===== config.mk =====
export PLATFORM = sky130hd
export DESIGN_NAME = serial_port_uart
export DESIGN_NICKNAME = d
export VERILOG_FILES = /design/src/uart_pkg.sv /design/src/serial_port_uart.sv
export SDC_FILE = /design/constraint.sdc
export NUM_CORES = 1
export LEC_CHECK = 0
export BUFFER_PORTS_ARGS = -buffer_cell sky130_fd_sc_hd__clkbuf_2
export CAP_MARGIN = 20
export CORE_MARGIN = 2
export CORE_UTILIZATION = 55
export DETAILED_ROUTE_END_ITERATION = 10
export GPL_ROUTABILITY_DRIVEN = 0
export PLACE_DENSITY_LB_ADDON = 0.1
export SLEW_MARGIN = 20
export SYNTH_ARGS = -nofsm -noshare
export SYNTH_HDL_FRONTEND = slang
export SYNTH_SLANG_ARGS = --single-unit

===== constraint.sdc =====
create_clock -name aclk -period 4.5 [get_ports aclk]
set_input_delay 0.45 -clock aclk [delete_from_list [all_inputs] [get_ports aclk]]
set_output_delay 0.45 -clock aclk [all_outputs]
set_load 0.05 [all_outputs]

===== src/uart_pkg.sv =====
package uart_pkg;

  // register byte offsets on the 8-bit address window
  localparam logic [7:0] buffer_offset = 8'h00;
  localparam logic [7:0] control_offset = 8'h04;
  localparam logic [7:0] power_offset = 8'h08;
  localparam logic [7:0] clock_offset = 8'h0C;
  localparam logic [7:0] t1_reload_offset = 8'h10;
  localparam logic [7:0] t2_reload_low_offset = 8'h14;
  localparam logic [7:0] t2_reload_high_offset = 8'h18;
  localparam logic [7:0] t2_control_offset = 8'h1C;
  localparam logic [7:0] irq_enable_offset = 8'h20;

  // serial_control_reg field positions
  localparam int ctl_mode_hi = 7;
  localparam int ctl_mode_lo = 6;
  localparam int ctl_mpc = 5;
  localparam int ctl_ren = 4;
  localparam int ctl_tx_ninth = 3;
  localparam int ctl_rx_ninth = 2;
  localparam int ctl_tx_done = 1;
  localparam int ctl_rx_done = 0;
  // other field positions
  localparam int pwr_doubler = 7;
  localparam int clk_t1_sys = 4;
  localparam int clk_t1_ext = 3;
  localparam int t2_rx_sel = 5;
  localparam int t2_tx_sel = 4;
  localparam int t2_ext_sel = 1;
  localparam int irq_en_bit = 0;

  // operating modes
  localparam logic [1:0] mode_sync = 2'h0;
  localparam logic [1:0] mode_async8 = 2'h1;
  localparam logic [1:0] mode_async9_fixed = 2'h2;
  localparam logic [1:0] mode_async9_var = 2'h3;

  // timing counts
  localparam logic [3:0] sync_div_last = 4'hB;
  localparam logic [3:0] sync_div_half = 4'h6;
  localparam logic [3:0] oversample_last = 4'hF;
  localparam logic [3:0] start_mid = 4'h7;
  localparam logic [3:0] tx_stop_idx8 = 4'h9;
  localparam logic [3:0] tx_stop_idx9 = 4'hA;
  localparam logic [3:0] rx_last_idx8 = 4'h8;
  localparam logic [3:0] rx_last_idx9 = 4'h9;
  localparam logic [3:0] sync_last_bit = 4'h7;
  localparam logic [7:0] t1_top = 8'hFF;
  localparam logic [15:0] t2_top = 16'hFFFF;
  localparam logic [1:0] m2_div4_last = 2'h3;

  // bus responses
  localparam logic [1:0] resp_okay = 2'h0;
  localparam logic [1:0] resp_slverr = 2'h2;

  typedef enum logic [2:0] {xf_idle, xf_async, xf_sync_tx, xf_sync_rx, xf_sync_fin} xfer_type;
  typedef enum logic [1:0] {rs_idle, rs_start, rs_data} rx_state_type;

  typedef struct packed {
    logic awvalid;
    logic [7:0] awaddr;
    logic wvalid;
    logic [31:0] wdata;
    logic [3:0] wstrb;
    logic bready;
    logic arvalid;
    logic [7:0] araddr;
    logic rready;
  } axi_req_type;

  typedef struct packed {
    logic awready;
    logic wready;
    logic bvalid;
    logic [1:0] bresp;
    logic arready;
    logic rvalid;
    logic [31:0] rdata;
    logic [1:0] rresp;
  } axi_rsp_type;

  typedef struct packed {
    // bus slave
    logic aw_ready;
    logic w_ready;
    logic ar_ready;
    logic aw_got;
    logic [7:0] aw_addr;
    logic w_got;
    logic [7:0] w_data;
    logic w_lane0;
    logic bvalid;
    logic [1:0] bresp;
    logic rvalid;
    logic [7:0] rdata;
    logic [1:0] rresp;
    // software visible
    logic [1:0] mode;
    logic mpc;
    logic ren;
    logic tx_ninth;
    logic rx_ninth;
    logic tx_done;
    logic rx_done;
    logic doubler;
    logic t1_sys;
    logic t1_ext;
    logic [7:0] t1_reload;
    logic [7:0] t2_rl_lo;
    logic [7:0] t2_rl_hi;
    logic rx_t2;
    logic tx_t2;
    logic t2_ext;
    logic irq_en;
    logic [7:0] rx_hold;
    // timers
    logic [3:0] pre12;
    logic [7:0] t1_cnt;
    logic t1_half;
    logic [15:0] t2_cnt;
    logic t2_half;
    logic t1_pin_q;
    logic t2_pin_q;
    logic [1:0] m2_pre;
    // transmit and mode 0 engine
    xfer_type xf;
    logic [10:0] tx_sh;
    logic [3:0] tx_bits;
    logic [3:0] tx_ticks;
    logic [3:0] sync_cnt;
    // async receiver
    rx_state_type rs;
    logic [9:0] rx_sh;
    logic [3:0] rx_bits;
    logic [3:0] rx_ticks;
    logic rx_prev;
    // pins
    logic tx_out;
    logic rx_out;
    logic rx_oe;
    logic irq;
    logic t2_irq_inhibit;
  } state_type;

endpackage


===== src/serial_port_uart.sv =====
// The implementer's own choices: the AXI4-Lite slave port and the register addresses.
`timescale 1ns/1ps

module serial_port_uart (
  input wire logic aclk,
  input wire logic aresetn,
  input wire uart_pkg::axi_req_type axi_req,
  output uart_pkg::axi_rsp_type axi_rsp,
  input wire logic rx_in,
  output logic rx_out,
  output logic rx_oe,
  output logic tx_out,
  input wire logic timer1_ext_pin,
  input wire logic timer2_ext_pin,
  output logic irq,
  output logic timer2_irq_inhibit
);

  uart_pkg::state_type s_reg;
  uart_pkg::state_type s_next;

  logic t1_in;
  logic t1_ovf;
  logic t1_tick16;
  logic t2_run;
  logic t2_in;
  logic t2_ovf;
  logic m2_tick;
  logic tx_tick;
  logic rx_tick;
  logic wr_go;
  logic tx_start;
  logic [3:0] tx_stop_idx;
  logic [3:0] rx_last_idx;
  logic [9:0] rx_done_sh;
  logic [7:0] rx_byte;
  logic rx_bit9;

  // only the decoded offsets answer okay; anything else gets slverr
  function automatic logic addr_known(input logic [7:0] a);
    addr_known = (a == uart_pkg::buffer_offset) || (a == uart_pkg::control_offset)
      || (a == uart_pkg::power_offset) || (a == uart_pkg::clock_offset)
      || (a == uart_pkg::t1_reload_offset) || (a == uart_pkg::t2_reload_low_offset)
      || (a == uart_pkg::t2_reload_high_offset) || (a == uart_pkg::t2_control_offset)
      || (a == uart_pkg::irq_enable_offset);
  endfunction

  // 16x tick for one direction; each direction has its own timer 2 select
  function automatic logic baud_tick(input logic [1:0] mode, input logic use_t2,
    input logic t2o, input logic t1t, input logic m2t);
    if (mode == uart_pkg::mode_async9_fixed)
      baud_tick = m2t;
    else if (use_t2)
      baud_tick = t2o;
    else
      baud_tick = t1t;
  endfunction

  always_comb
  begin
    s_next = s_reg;

    // timer 1: clock from system clock, system clock over 12, or its pin
    s_next.pre12 = (s_reg.pre12 == uart_pkg::sync_div_last) ? 4'h0 : s_reg.pre12 + 4'h1;
    s_next.t1_pin_q = timer1_ext_pin;
    s_next.t2_pin_q = timer2_ext_pin;
    if (s_reg.t1_ext)
      t1_in = timer1_ext_pin & ~s_reg.t1_pin_q;
    else if (s_reg.t1_sys)
      t1_in = 1'b1;
    else
      t1_in = (s_reg.pre12 == uart_pkg::sync_div_last);
    t1_ovf = t1_in && (s_reg.t1_cnt == uart_pkg::t1_top);
    if (t1_in)
      s_next.t1_cnt = t1_ovf ? s_reg.t1_reload : s_reg.t1_cnt + 8'h01;
    if (t1_ovf)
      s_next.t1_half = ~s_reg.t1_half;
    // without the doubler every other overflow is dropped: rate/32 instead of /16
    t1_tick16 = t1_ovf && (s_reg.doubler || s_reg.t1_half);

    // timer 2 only runs as a baud generator here; it stands still otherwise
    t2_run = s_reg.rx_t2 || s_reg.tx_t2;
    s_next.t2_half = ~s_reg.t2_half;
    if (s_reg.t2_ext)
      t2_in = t2_run && timer2_ext_pin && !s_reg.t2_pin_q;
    else
      t2_in = t2_run && s_reg.t2_half;
    t2_ovf = t2_in && (s_reg.t2_cnt == uart_pkg::t2_top);
    if (t2_in)
      s_next.t2_cnt = t2_ovf ? {s_reg.t2_rl_hi, s_reg.t2_rl_lo} : s_reg.t2_cnt + 16'h0001;
    else if (!t2_run)
      s_next.t2_cnt = {s_reg.t2_rl_hi, s_reg.t2_rl_lo}; // held at reload while stopped
    s_next.t2_irq_inhibit = t2_run;

    // fixed mode 2 rate: 16x tick every 2 or 4 clocks
    s_next.m2_pre = s_reg.m2_pre + 2'h1;
    m2_tick = s_reg.doubler ? s_reg.m2_pre[0] : (s_reg.m2_pre == uart_pkg::m2_div4_last);
    tx_tick = baud_tick(s_reg.mode, s_reg.tx_t2, t2_ovf, t1_tick16, m2_tick);
    rx_tick = baud_tick(s_reg.mode, s_reg.rx_t2, t2_ovf, t1_tick16, m2_tick);

    // bus write channels, taken in either order
    if (axi_req.awvalid && s_reg.aw_ready)
    begin
      s_next.aw_got = 1'b1;
      s_next.aw_addr = axi_req.awaddr;
    end
    if (axi_req.wvalid && s_reg.w_ready)
    begin
      s_next.w_got = 1'b1;
      s_next.w_data = axi_req.wdata[7:0];
      s_next.w_lane0 = axi_req.wstrb[0];
    end
    wr_go = s_reg.aw_got && s_reg.w_got && !s_reg.bvalid;
    tx_start = 1'b0;
    if (s_reg.bvalid && axi_req.bready)
      s_next.bvalid = 1'b0;
    if (wr_go)
    begin
      s_next.aw_got = 1'b0;
      s_next.w_got = 1'b0;
      s_next.bvalid = 1'b1;
      s_next.bresp = addr_known(s_reg.aw_addr) ? uart_pkg::resp_okay : uart_pkg::resp_slverr;
      if (s_reg.w_lane0)
      begin
        case (s_reg.aw_addr)
          uart_pkg::buffer_offset: tx_start = 1'b1;
          uart_pkg::control_offset:
          begin
            s_next.mode = s_reg.w_data[uart_pkg::ctl_mode_hi:uart_pkg::ctl_mode_lo];
            s_next.mpc = s_reg.w_data[uart_pkg::ctl_mpc];
            s_next.ren = s_reg.w_data[uart_pkg::ctl_ren];
            s_next.tx_ninth = s_reg.w_data[uart_pkg::ctl_tx_ninth];
            s_next.rx_ninth = s_reg.w_data[uart_pkg::ctl_rx_ninth];
            s_next.tx_done = s_reg.w_data[uart_pkg::ctl_tx_done];
            s_next.rx_done = s_reg.w_data[uart_pkg::ctl_rx_done];
          end
          uart_pkg::power_offset: s_next.doubler = s_reg.w_data[uart_pkg::pwr_doubler];
          uart_pkg::clock_offset:
          begin
            s_next.t1_sys = s_reg.w_data[uart_pkg::clk_t1_sys];
            s_next.t1_ext = s_reg.w_data[uart_pkg::clk_t1_ext];
          end
          uart_pkg::t1_reload_offset: s_next.t1_reload = s_reg.w_data;
          uart_pkg::t2_reload_low_offset: s_next.t2_rl_lo = s_reg.w_data;
          uart_pkg::t2_reload_high_offset: s_next.t2_rl_hi = s_reg.w_data;
          uart_pkg::t2_control_offset:
          begin
            s_next.rx_t2 = s_reg.w_data[uart_pkg::t2_rx_sel];
            s_next.tx_t2 = s_reg.w_data[uart_pkg::t2_tx_sel];
            s_next.t2_ext = s_reg.w_data[uart_pkg::t2_ext_sel];
          end
          uart_pkg::irq_enable_offset: s_next.irq_en = s_reg.w_data[uart_pkg::irq_en_bit];
          default: tx_start = 1'b0; // unmapped: nothing written, slverr stands
        endcase
      end
    end

    // bus read: one cycle to rvalid, reads have no side effects
    if (s_reg.rvalid && axi_req.rready)
      s_next.rvalid = 1'b0;
    if (axi_req.arvalid && s_reg.ar_ready)
    begin
      s_next.rvalid = 1'b1;
      s_next.rresp = addr_known(axi_req.araddr) ? uart_pkg::resp_okay : uart_pkg::resp_slverr;
      case (axi_req.araddr)
        uart_pkg::buffer_offset: s_next.rdata = s_reg.rx_hold;
        uart_pkg::control_offset:
          s_next.rdata = {s_reg.mode, s_reg.mpc, s_reg.ren, s_reg.tx_ninth, s_reg.rx_ninth,
            s_reg.tx_done, s_reg.rx_done};
        uart_pkg::power_offset: s_next.rdata = {s_reg.doubler, 7'h00};
        uart_pkg::clock_offset: s_next.rdata = {3'h0, s_reg.t1_sys, s_reg.t1_ext, 3'h0};
        uart_pkg::t1_reload_offset: s_next.rdata = s_reg.t1_reload;
        uart_pkg::t2_reload_low_offset: s_next.rdata = s_reg.t2_rl_lo;
        uart_pkg::t2_reload_high_offset: s_next.rdata = s_reg.t2_rl_hi;
        uart_pkg::t2_control_offset:
          s_next.rdata = {2'h0, s_reg.rx_t2, s_reg.tx_t2, 2'h0, s_reg.t2_ext, 1'b0};
        uart_pkg::irq_enable_offset: s_next.rdata = {7'h00, s_reg.irq_en};
        default: s_next.rdata = 8'h00;
      endcase
    end

    // transmit engine, also runs the half-duplex mode 0 transfers
    tx_stop_idx = (s_reg.mode == uart_pkg::mode_async8) ? uart_pkg::tx_stop_idx8
      : uart_pkg::tx_stop_idx9;
    s_next.sync_cnt = (s_reg.sync_cnt == uart_pkg::sync_div_last) ? 4'h0
      : s_reg.sync_cnt + 4'h1;
    case (s_reg.xf)
      uart_pkg::xf_idle:
      begin
        s_next.tx_out = 1'b1;
        s_next.rx_oe = 1'b0;
        s_next.sync_cnt = 4'h0;
        s_next.tx_bits = 4'h0;
        s_next.tx_ticks = 4'h0;
        if (tx_start && s_reg.mode == uart_pkg::mode_sync)
        begin
          s_next.xf = uart_pkg::xf_sync_tx;
          s_next.tx_sh = {3'h7, s_reg.w_data};
          s_next.rx_oe = 1'b1;
          s_next.rx_out = s_reg.w_data[0];
          s_next.tx_out = 1'b0;
        end
        else if (tx_start)
        begin
          s_next.xf = uart_pkg::xf_async;
          // mode 1 puts a stop in the ninth slot; frame ends one bit early
          s_next.tx_sh = {1'b1, (s_reg.mode == uart_pkg::mode_async8) ? 1'b1 : s_reg.tx_ninth,
            s_reg.w_data, 1'b0};
          s_next.tx_out = 1'b0;
        end
        else if (s_reg.mode == uart_pkg::mode_sync && s_reg.ren && !s_reg.rx_done)
        begin
          s_next.xf = uart_pkg::xf_sync_rx;
          s_next.tx_out = 1'b0;
        end
      end
      uart_pkg::xf_async:
      begin
        if (tx_tick)
        begin
          s_next.tx_ticks = s_reg.tx_ticks + 4'h1;
          if (s_reg.tx_ticks == uart_pkg::oversample_last)
          begin
            s_next.tx_sh = {1'b1, s_reg.tx_sh[10:1]};
            s_next.tx_bits = s_reg.tx_bits + 4'h1;
            if (s_reg.tx_bits == tx_stop_idx)
              s_next.xf = uart_pkg::xf_idle;
            else if (s_reg.tx_bits + 4'h1 == tx_stop_idx)
              s_next.tx_done = 1'b1;
          end
        end
        s_next.tx_out = s_next.tx_sh[0];
      end
      uart_pkg::xf_sync_tx, uart_pkg::xf_sync_rx:
      begin
        // shift clock low in the first half of each bit, high in the second
        s_next.tx_out = (s_next.sync_cnt >= uart_pkg::sync_div_half);
        if (s_reg.sync_cnt == uart_pkg::sync_div_last)
        begin
          s_next.tx_bits = s_reg.tx_bits + 4'h1;
          s_next.tx_sh = {1'b1, s_reg.tx_sh[10:1]};
          s_next.rx_out = s_next.tx_sh[0];
          if (s_reg.xf == uart_pkg::xf_sync_rx)
            s_next.rx_sh = {rx_in, s_reg.rx_sh[9:1]};
          if (s_reg.tx_bits == uart_pkg::sync_last_bit)
          begin
            s_next.tx_out = 1'b1;
            s_next.rx_oe = 1'b0;
            if (s_reg.xf == uart_pkg::xf_sync_tx)
            begin
              s_next.tx_done = 1'b1;
              s_next.xf = uart_pkg::xf_idle;
            end
            else
              s_next.xf = uart_pkg::xf_sync_fin;
          end
        end
      end
      uart_pkg::xf_sync_fin:
      begin
        // one cycle after the last bit; receive then waits for the flag clear
        s_next.rx_done = 1'b1;
        s_next.rx_hold = s_reg.rx_sh[9:2];
        s_next.xf = uart_pkg::xf_idle;
      end
      default: s_next.xf = uart_pkg::xf_idle;
    endcase

    // asynchronous receiver, full duplex with the transmitter
    rx_last_idx = (s_reg.mode == uart_pkg::mode_async8) ? uart_pkg::rx_last_idx8
      : uart_pkg::rx_last_idx9;
    rx_done_sh = {rx_in, s_reg.rx_sh[9:1]};
    rx_byte = (s_reg.mode == uart_pkg::mode_async8) ? rx_done_sh[8:1] : rx_done_sh[7:0];
    rx_bit9 = (s_reg.mode == uart_pkg::mode_async8) ? rx_done_sh[9] : rx_done_sh[8];
    s_next.rx_prev = rx_in;
    case (s_reg.rs)
      uart_pkg::rs_idle:
      begin
        s_next.rx_ticks = 4'h0;
        s_next.rx_bits = 4'h0;
        if (s_reg.ren && s_reg.mode != uart_pkg::mode_sync && s_reg.rx_prev && !rx_in)
          s_next.rs = uart_pkg::rs_start;
      end
      uart_pkg::rs_start:
      begin
        if (rx_tick)
        begin
          s_next.rx_ticks = s_reg.rx_ticks + 4'h1;
          if (s_reg.rx_ticks == uart_pkg::start_mid)
          begin
            // a glitch that is high again mid-bit is not a start bit
            s_next.rs = rx_in ? uart_pkg::rs_idle : uart_pkg::rs_data;
            s_next.rx_ticks = 4'h0;
          end
        end
      end
      uart_pkg::rs_data:
      begin
        if (rx_tick)
        begin
          s_next.rx_ticks = s_reg.rx_ticks + 4'h1;
          if (s_reg.rx_ticks == uart_pkg::oversample_last)
          begin
            s_next.rx_sh = rx_done_sh;
            s_next.rx_bits = s_reg.rx_bits + 4'h1;
            if (s_reg.rx_bits == rx_last_idx)
            begin
              s_next.rs = uart_pkg::rs_idle;
              if (!s_reg.rx_done && (!s_reg.mpc || rx_bit9))
              begin
                s_next.rx_hold = rx_byte;
                s_next.rx_ninth = rx_bit9;
                s_next.rx_done = 1'b1;
              end
            end
          end
        end
      end
      default: s_next.rs = uart_pkg::rs_idle;
    endcase

    // interrupt and bus ready terms follow the updated state, except irq_en, which is taken from the register
    s_next.irq = s_reg.irq_en && (s_next.tx_done || s_next.rx_done);
    s_next.aw_ready = !s_next.aw_got && !s_next.bvalid;
    s_next.w_ready = !s_next.w_got && !s_next.bvalid;
    s_next.ar_ready = !s_next.rvalid;
  end

  // single state register; idle lines and ready terms reset high
  always_ff @(posedge aclk)
  begin
    if (!aresetn)
    begin
      s_reg <= '0;
      s_reg.tx_out <= 1'b1;
      s_reg.rx_out <= 1'b1;
      s_reg.rx_prev <= 1'b1;
      s_reg.aw_ready <= 1'b1;
      s_reg.w_ready <= 1'b1;
      s_reg.ar_ready <= 1'b1;
    end
    else
      s_reg <= s_next;
  end

  // outputs straight from the state register
  assign axi_rsp.awready = s_reg.aw_ready;
  assign axi_rsp.wready = s_reg.w_ready;
  assign axi_rsp.bvalid = s_reg.bvalid;
  assign axi_rsp.bresp = s_reg.bresp;
  assign axi_rsp.arready = s_reg.ar_ready;
  assign axi_rsp.rvalid = s_reg.rvalid;
  assign axi_rsp.rdata = {24'h000000, s_reg.rdata};
  assign axi_rsp.rresp = s_reg.rresp;
  assign rx_out = s_reg.rx_out;
  assign rx_oe = s_reg.rx_oe;
  assign tx_out = s_reg.tx_out;
  assign irq = s_reg.irq;
  assign timer2_irq_inhibit = s_reg.t2_irq_inhibit;

endmodule // serial_port_uart


* Word-level counts from Yosys, hierarchy flattened *
Index checks and enable logic that the tools add are counted.

operators by class
  bitwise operators = 5
  equal/unequal tests = 51
  multipliers = 0
  reduce and logical (&&, ||, !) cells = 84
  add/subtract/negate cells = 9
  mux-type cells = 105
  shift-type cells = 0
  magnitude comparators = 1
  div/mod/pow operators = 0

operators with widths
  operator                                                          count
  8-bit two-way mux                                                 11
  8-bit case mux with 9 select lines                                1
  34-bit two-way mux                                                2
  8-bit by 5-bit == test with 1-bit output (second input constant)  8
  16-bit two-way mux                                                4
  10-bit two-way mux                                                5
  15-bit case mux with 3 select lines                               1
  1-bit two-way mux                                                 43
  3-bit AND reduction                                               13
  18-bit two-way mux                                                2
  8-bit by 4-bit == test with 1-bit output (second input constant)  4
  3-bit two-way mux                                                 9
  4-bit by 1-bit adder with 4-bit output (second input constant)    6
  2-bit != test (second input constant)                             12
  1-bit logical AND                                                 23
  11-bit two-way mux                                                2
  22-bit two-way mux                                                1
  1-bit logical OR                                                  20
  2-bit two-way mux                                                 10
  20-bit two-way mux                                                1
  16-bit by 1-bit adder with 16-bit output (second input constant)  1
  16-bit == test (second input constant)                            1
  4-bit == test (second input constant)                             4
  8-bit by 3-bit == test with 1-bit output (second input constant)  2
  38 further kinds                                                  69

storage, ports and cells
  bits in registers = 169
  memory bits (read-only) = 0
  memory bits (writable) = 0
  input bits = 62
  memories = 0
  latch bits = 0
  output and inout port bits = 46
  word-level logic and storage cells = 310

* Depth between registers and ports, before layout *
  depth in word-level cells = 13
  depth in mapped cells = 9
  gate-level depth less buffers = 8

* Worst setup path after synthesis *
Ideal clock, no wire load.

  path type = register -> register
  from = register s_reg[74] (netlist bit)
  to = register s_reg[86] (netlist bit)
  clock period less this slack = 2.217 ns
  stages on the path, launching flop included = 9
  library setup time = 0.060 ns
  data required time = 4.440 ns
  slack = 2.283 ns
  arrival = 2.156 ns
  buffers on the path = 1
  cell sequence = dfxtp_1 -> ha_1 -> buf_4 -> o211ai_1 -> or3_1 -> o31ai_2 -> o2111ai_4 -> a21boi_4 -> o221a_1

on the way
  longest elaborated chain between the ends = 7

RTL lines
  element                   line                     text
  start: declaration        serial_port_uart.sv:19   uart_pkg::state_type s_reg;
  start signal: assignment  serial_port_uart.sv:343  s_reg <= s_next;
  8-bit == test             serial_port_uart.sv:73   t1_ovf = t1_in && (s_reg.t1_cnt == uart_pkg::t1_top);
  1-bit logical AND         serial_port_uart.sv:73
  1-bit logical AND         serial_port_uart.sv:79   t1_tick16 = t1_ovf && (s_reg.doubler || s_reg.t1_half);
  1-bit two-way mux         serial_port_uart.sv:53   else if (use_t2)
  1-bit two-way mux         serial_port_uart.sv:51   if (mode == uart_pkg::mode_async9_fixed)
  8-bit two-way mux         serial_port_uart.sv:299  if (rx_tick)
  8-bit two-way mux         serial_port_uart.sv:276  case (s_reg.rs)

Every way passes these cells.
A chain may end at the register's enable or synchronous reset.

* Final worst setup path *
  from = register s_reg[57] (netlist bit)
  to = register s_reg[43] (netlist bit)

on the way
  longest elaborated chain between the ends = 6

RTL lines
  element                        line                    text
  16-bit == test                 serial_port_uart.sv:88  t2_ovf = t2_in && (s_reg.t2_cnt == uart_pkg::t2_top);
  1-bit logical AND              serial_port_uart.sv:88
  1-bit two-way mux              serial_port_uart.sv:53
  1-bit two-way mux              serial_port_uart.sv:51
  2-bit != test (no line)        n/a
  5-bit AND reduction (no line)  n/a

Every way passes these cells.

==> out/qor.csv <==
metric,value,unit
status,"complete, no violations",
skew,0.00930,ns
ir_drop,0.278,mV
hpwl,15200,um
min_period_over_period,0.688,
cts-root-buf,clkbuf_16,
synthCells,1069,
num-fill-cells,1409,
layout.cells.non_filler,1294,
worstPathCellList,ha_1 -> nand3_1 -> nor4_4 -> nand4_2 -> a21oi_2 -> and2_1 -> o221a_1,
syn-cell-area,8650,sq um
switching_share,0.259,
hold_depth,2,
ys_warn_count,0,
viasPerCell,5.99,
cts_buffers,17,
die_w,129,um
grt_max_degree,89,
start_util,0.567,
internal-power,2.54,mW
io_pins,108,
drive_gt1_frac,0.102,
setup_tns,0,ns
hold_violations,0,
post_cts_resized,0,
antenna_cells,0,
dieArea,16700,sq um
multi_input_area,4810,sq um
h-tree-depth,4,
path_clk_slew,0.06,ns
grt.overflow.total,0,
p_clk_frac,0.435,
post_cts_buffers,0,
antenna_found_initial,0,
cts_buffer_depth,2,
drtPass1Iterations,6,
worstSetupPathType,reg2reg,
layout_common_cells,"dfxtp_1 (166), nand2_1 (148), a21oi_1 (108)",
clock.fmax,0.323,GHz
timing.slew.headroom,0.334,
clock_latency,0.43,ns
largest_reg_flops,137,
rr_worst_depth,7,
synth-edff-count,0,
die_y,129,um
post_drt_wl_per_cell,16.9,um
grt_usage,0.264,
crit_slowest_cell,a21oi_2,
comb_power_share,0.107,
nets,1148,
ant_nets,0,
ys_types,74,
async_flop_share,0,
finalSetupViolCount,0,
timing.final.ws_setup,1.40,ns
drcViolationCount,0,
arrival,3.47,ns
drv_cap,0,
seq_area,3320,sq um
rsz0062_at_grt,false,
ctsHoldBuffers,0,
switching_power,0.891,mW
dpl.cell_count,1264,
tightest_slew,0.999,ns
cts_tree,yes,
grt_pass1_wl,35100,um
worst-path-max-fanout,14,
final_max_slew_viol_count,0,
cts_sinks,166,
ys_seq_elements,166,
crit_path_end_kind,flop,
core_area,15300,sq um
mostFrequentLayoutCell,dfxtp_1,
initialDrtViolationCount,654,
hold_path.class,in2reg,
rows,45,
synth_top_flop_cell,dfxtp_1,
critPathLaunchType,flop,
portBuffers,54,
wirelength,21900,um
p_seq_frac,0.459,
vias,7751,
power_density,366,nW/um^2
seq_area_frac_synth,0.384,
critPathRequiredTime,4.87,ns
syn2layout_area_growth,8.46,%
pre_cts_slack,1.46,ns
worst_path_largest_cell_delay,0.67,ns
layout_min_cycle_time,3.10,ns
grt_pass1_vias,6794,
syn_avg_cell_area,8.09,sq um
p_leak,3.50,nW
==> synthesized netlist by cell type (3+ instances only) <==
cell type	number	area, sq um
a211oi_1	10	75.1
a21o_1	3	22.5
a21oi_1	108	541
a22oi_1	11	82.6
a311oi_1	6	52.6
a31oi_1	10	62.6
a41o_1	5	50.1
and2_1	24	150
and3_1	19	119
and4b_1	3	30.0
buf_1	4	15.0
buf_2	4	20.0
buf_4	44	330
clkbuf_1	47	176
dfxtp_1	166	3320
ha_1	14	175
inv_1	18	67.6
mux2_2	5	56.3
mux2i_1	36	360
nand2_1	148	556
nand2b_1	13	81.3
nand3_1	65	325
nand3b_1	8	60.1
nand4_1	13	81.3
nor2_1	79	297
nor2b_1	9	56.3
nor3_1	21	105
nor3b_1	7	52.6
nor4_1	5	31.3
o2111ai_1	3	26.3
o211ai_1	16	120
o21a_1	10	75.1
o21ai_0	42	210
o21ai_1	5	25.0
o221a_1	15	169
o22ai_1	7	43.8
o31ai_1	3	22.5
o32ai_1	5	43.8
or2_2	4	25.0
or3_1	7	43.8
xnor2_1	3	26.3
xor2_1	4	35.0
==> through the flow <==
step                power, mW   util  hold slack, ns  cell area (sq um)
floorplan                1.91      -           0.393               8740
global placement         1.96  0.575           0.401               8780
detailed placement       1.97  0.576           0.408               8780
CTS                      3.44  0.615           0.230               9380
global route             3.56  0.615           0.243               9380
finish                   3.44  0.615           0.237               9380
==> final timing paths <==
| path | startpoint | to | slack (ns) |
|---|---|---|---|
| max | s_reg[57] | s_reg[43] | 1.40 |
| min | timer2_ext_pin | s_reg[54] | 0.24 |
| max reg2reg | s_reg[57] | s_reg[43] | 1.40 |
| min reg2reg | s_reg[56] | s_reg[56] | 0.42 |
==> kinds of logic after synthesis <==
| kind of cell | share of synthesized area |
|---|---|
| adders and majority gates | 0.0203 |
| buffers and inverters | 0.0705 |
| xor gates and xnor gates | 0.00709 |
| muxes | 0.0521 |
| other | 0.000434 |
| and+or+nand+nor | 0.248 |
| DFF | 0.384 |
| AOI/OAI and AO/OA | 0.217 |
==> layer usage <==
layer,up-vias,track usage,routed length [um]
li1,3812,-,-
met1,3677,0.388,10600
met4,0,0.0703,359
met5,-,0,0
met2,233,0.401,9700
met3,29,0.0462,1280
==> final cells by class <==
cell class	instances	share of cell area
Timing Repair Buffer	58	0.0334
Sequential cell	166	0.354
Clock inverter	7	0.0127
Tap cell	211	0.0281
Clock buffer	23	0.0510
Inverter	18	0.00734
Multi-Input combinational cell	811	0.513
==> worst max-delay path, delay by kind of cell (launching register included) <==
kind,cells,cell delay (ns)
fa+ha+maj,1,0.22
flops,1,0.38
compound gates,2,0.92
simple gates,4,1.53
==> power groups by stage <==
stage | sequential, mW | combinational (mW) | clock (mW)
6_report | 1.58 | 0.366 | 1.49
3_5_place_dp | 1.61 | 0.360 | 0
5_1_grt | 1.58 | 0.404 | 1.57
2_1_floorplan | 1.58 | 0.325 | 0
3_3_place_gp | 1.61 | 0.359 | 0
4_1_cts | 1.57 | 0.362 | 1.51
No activity file was read; power rests on OpenSTA's default activity.
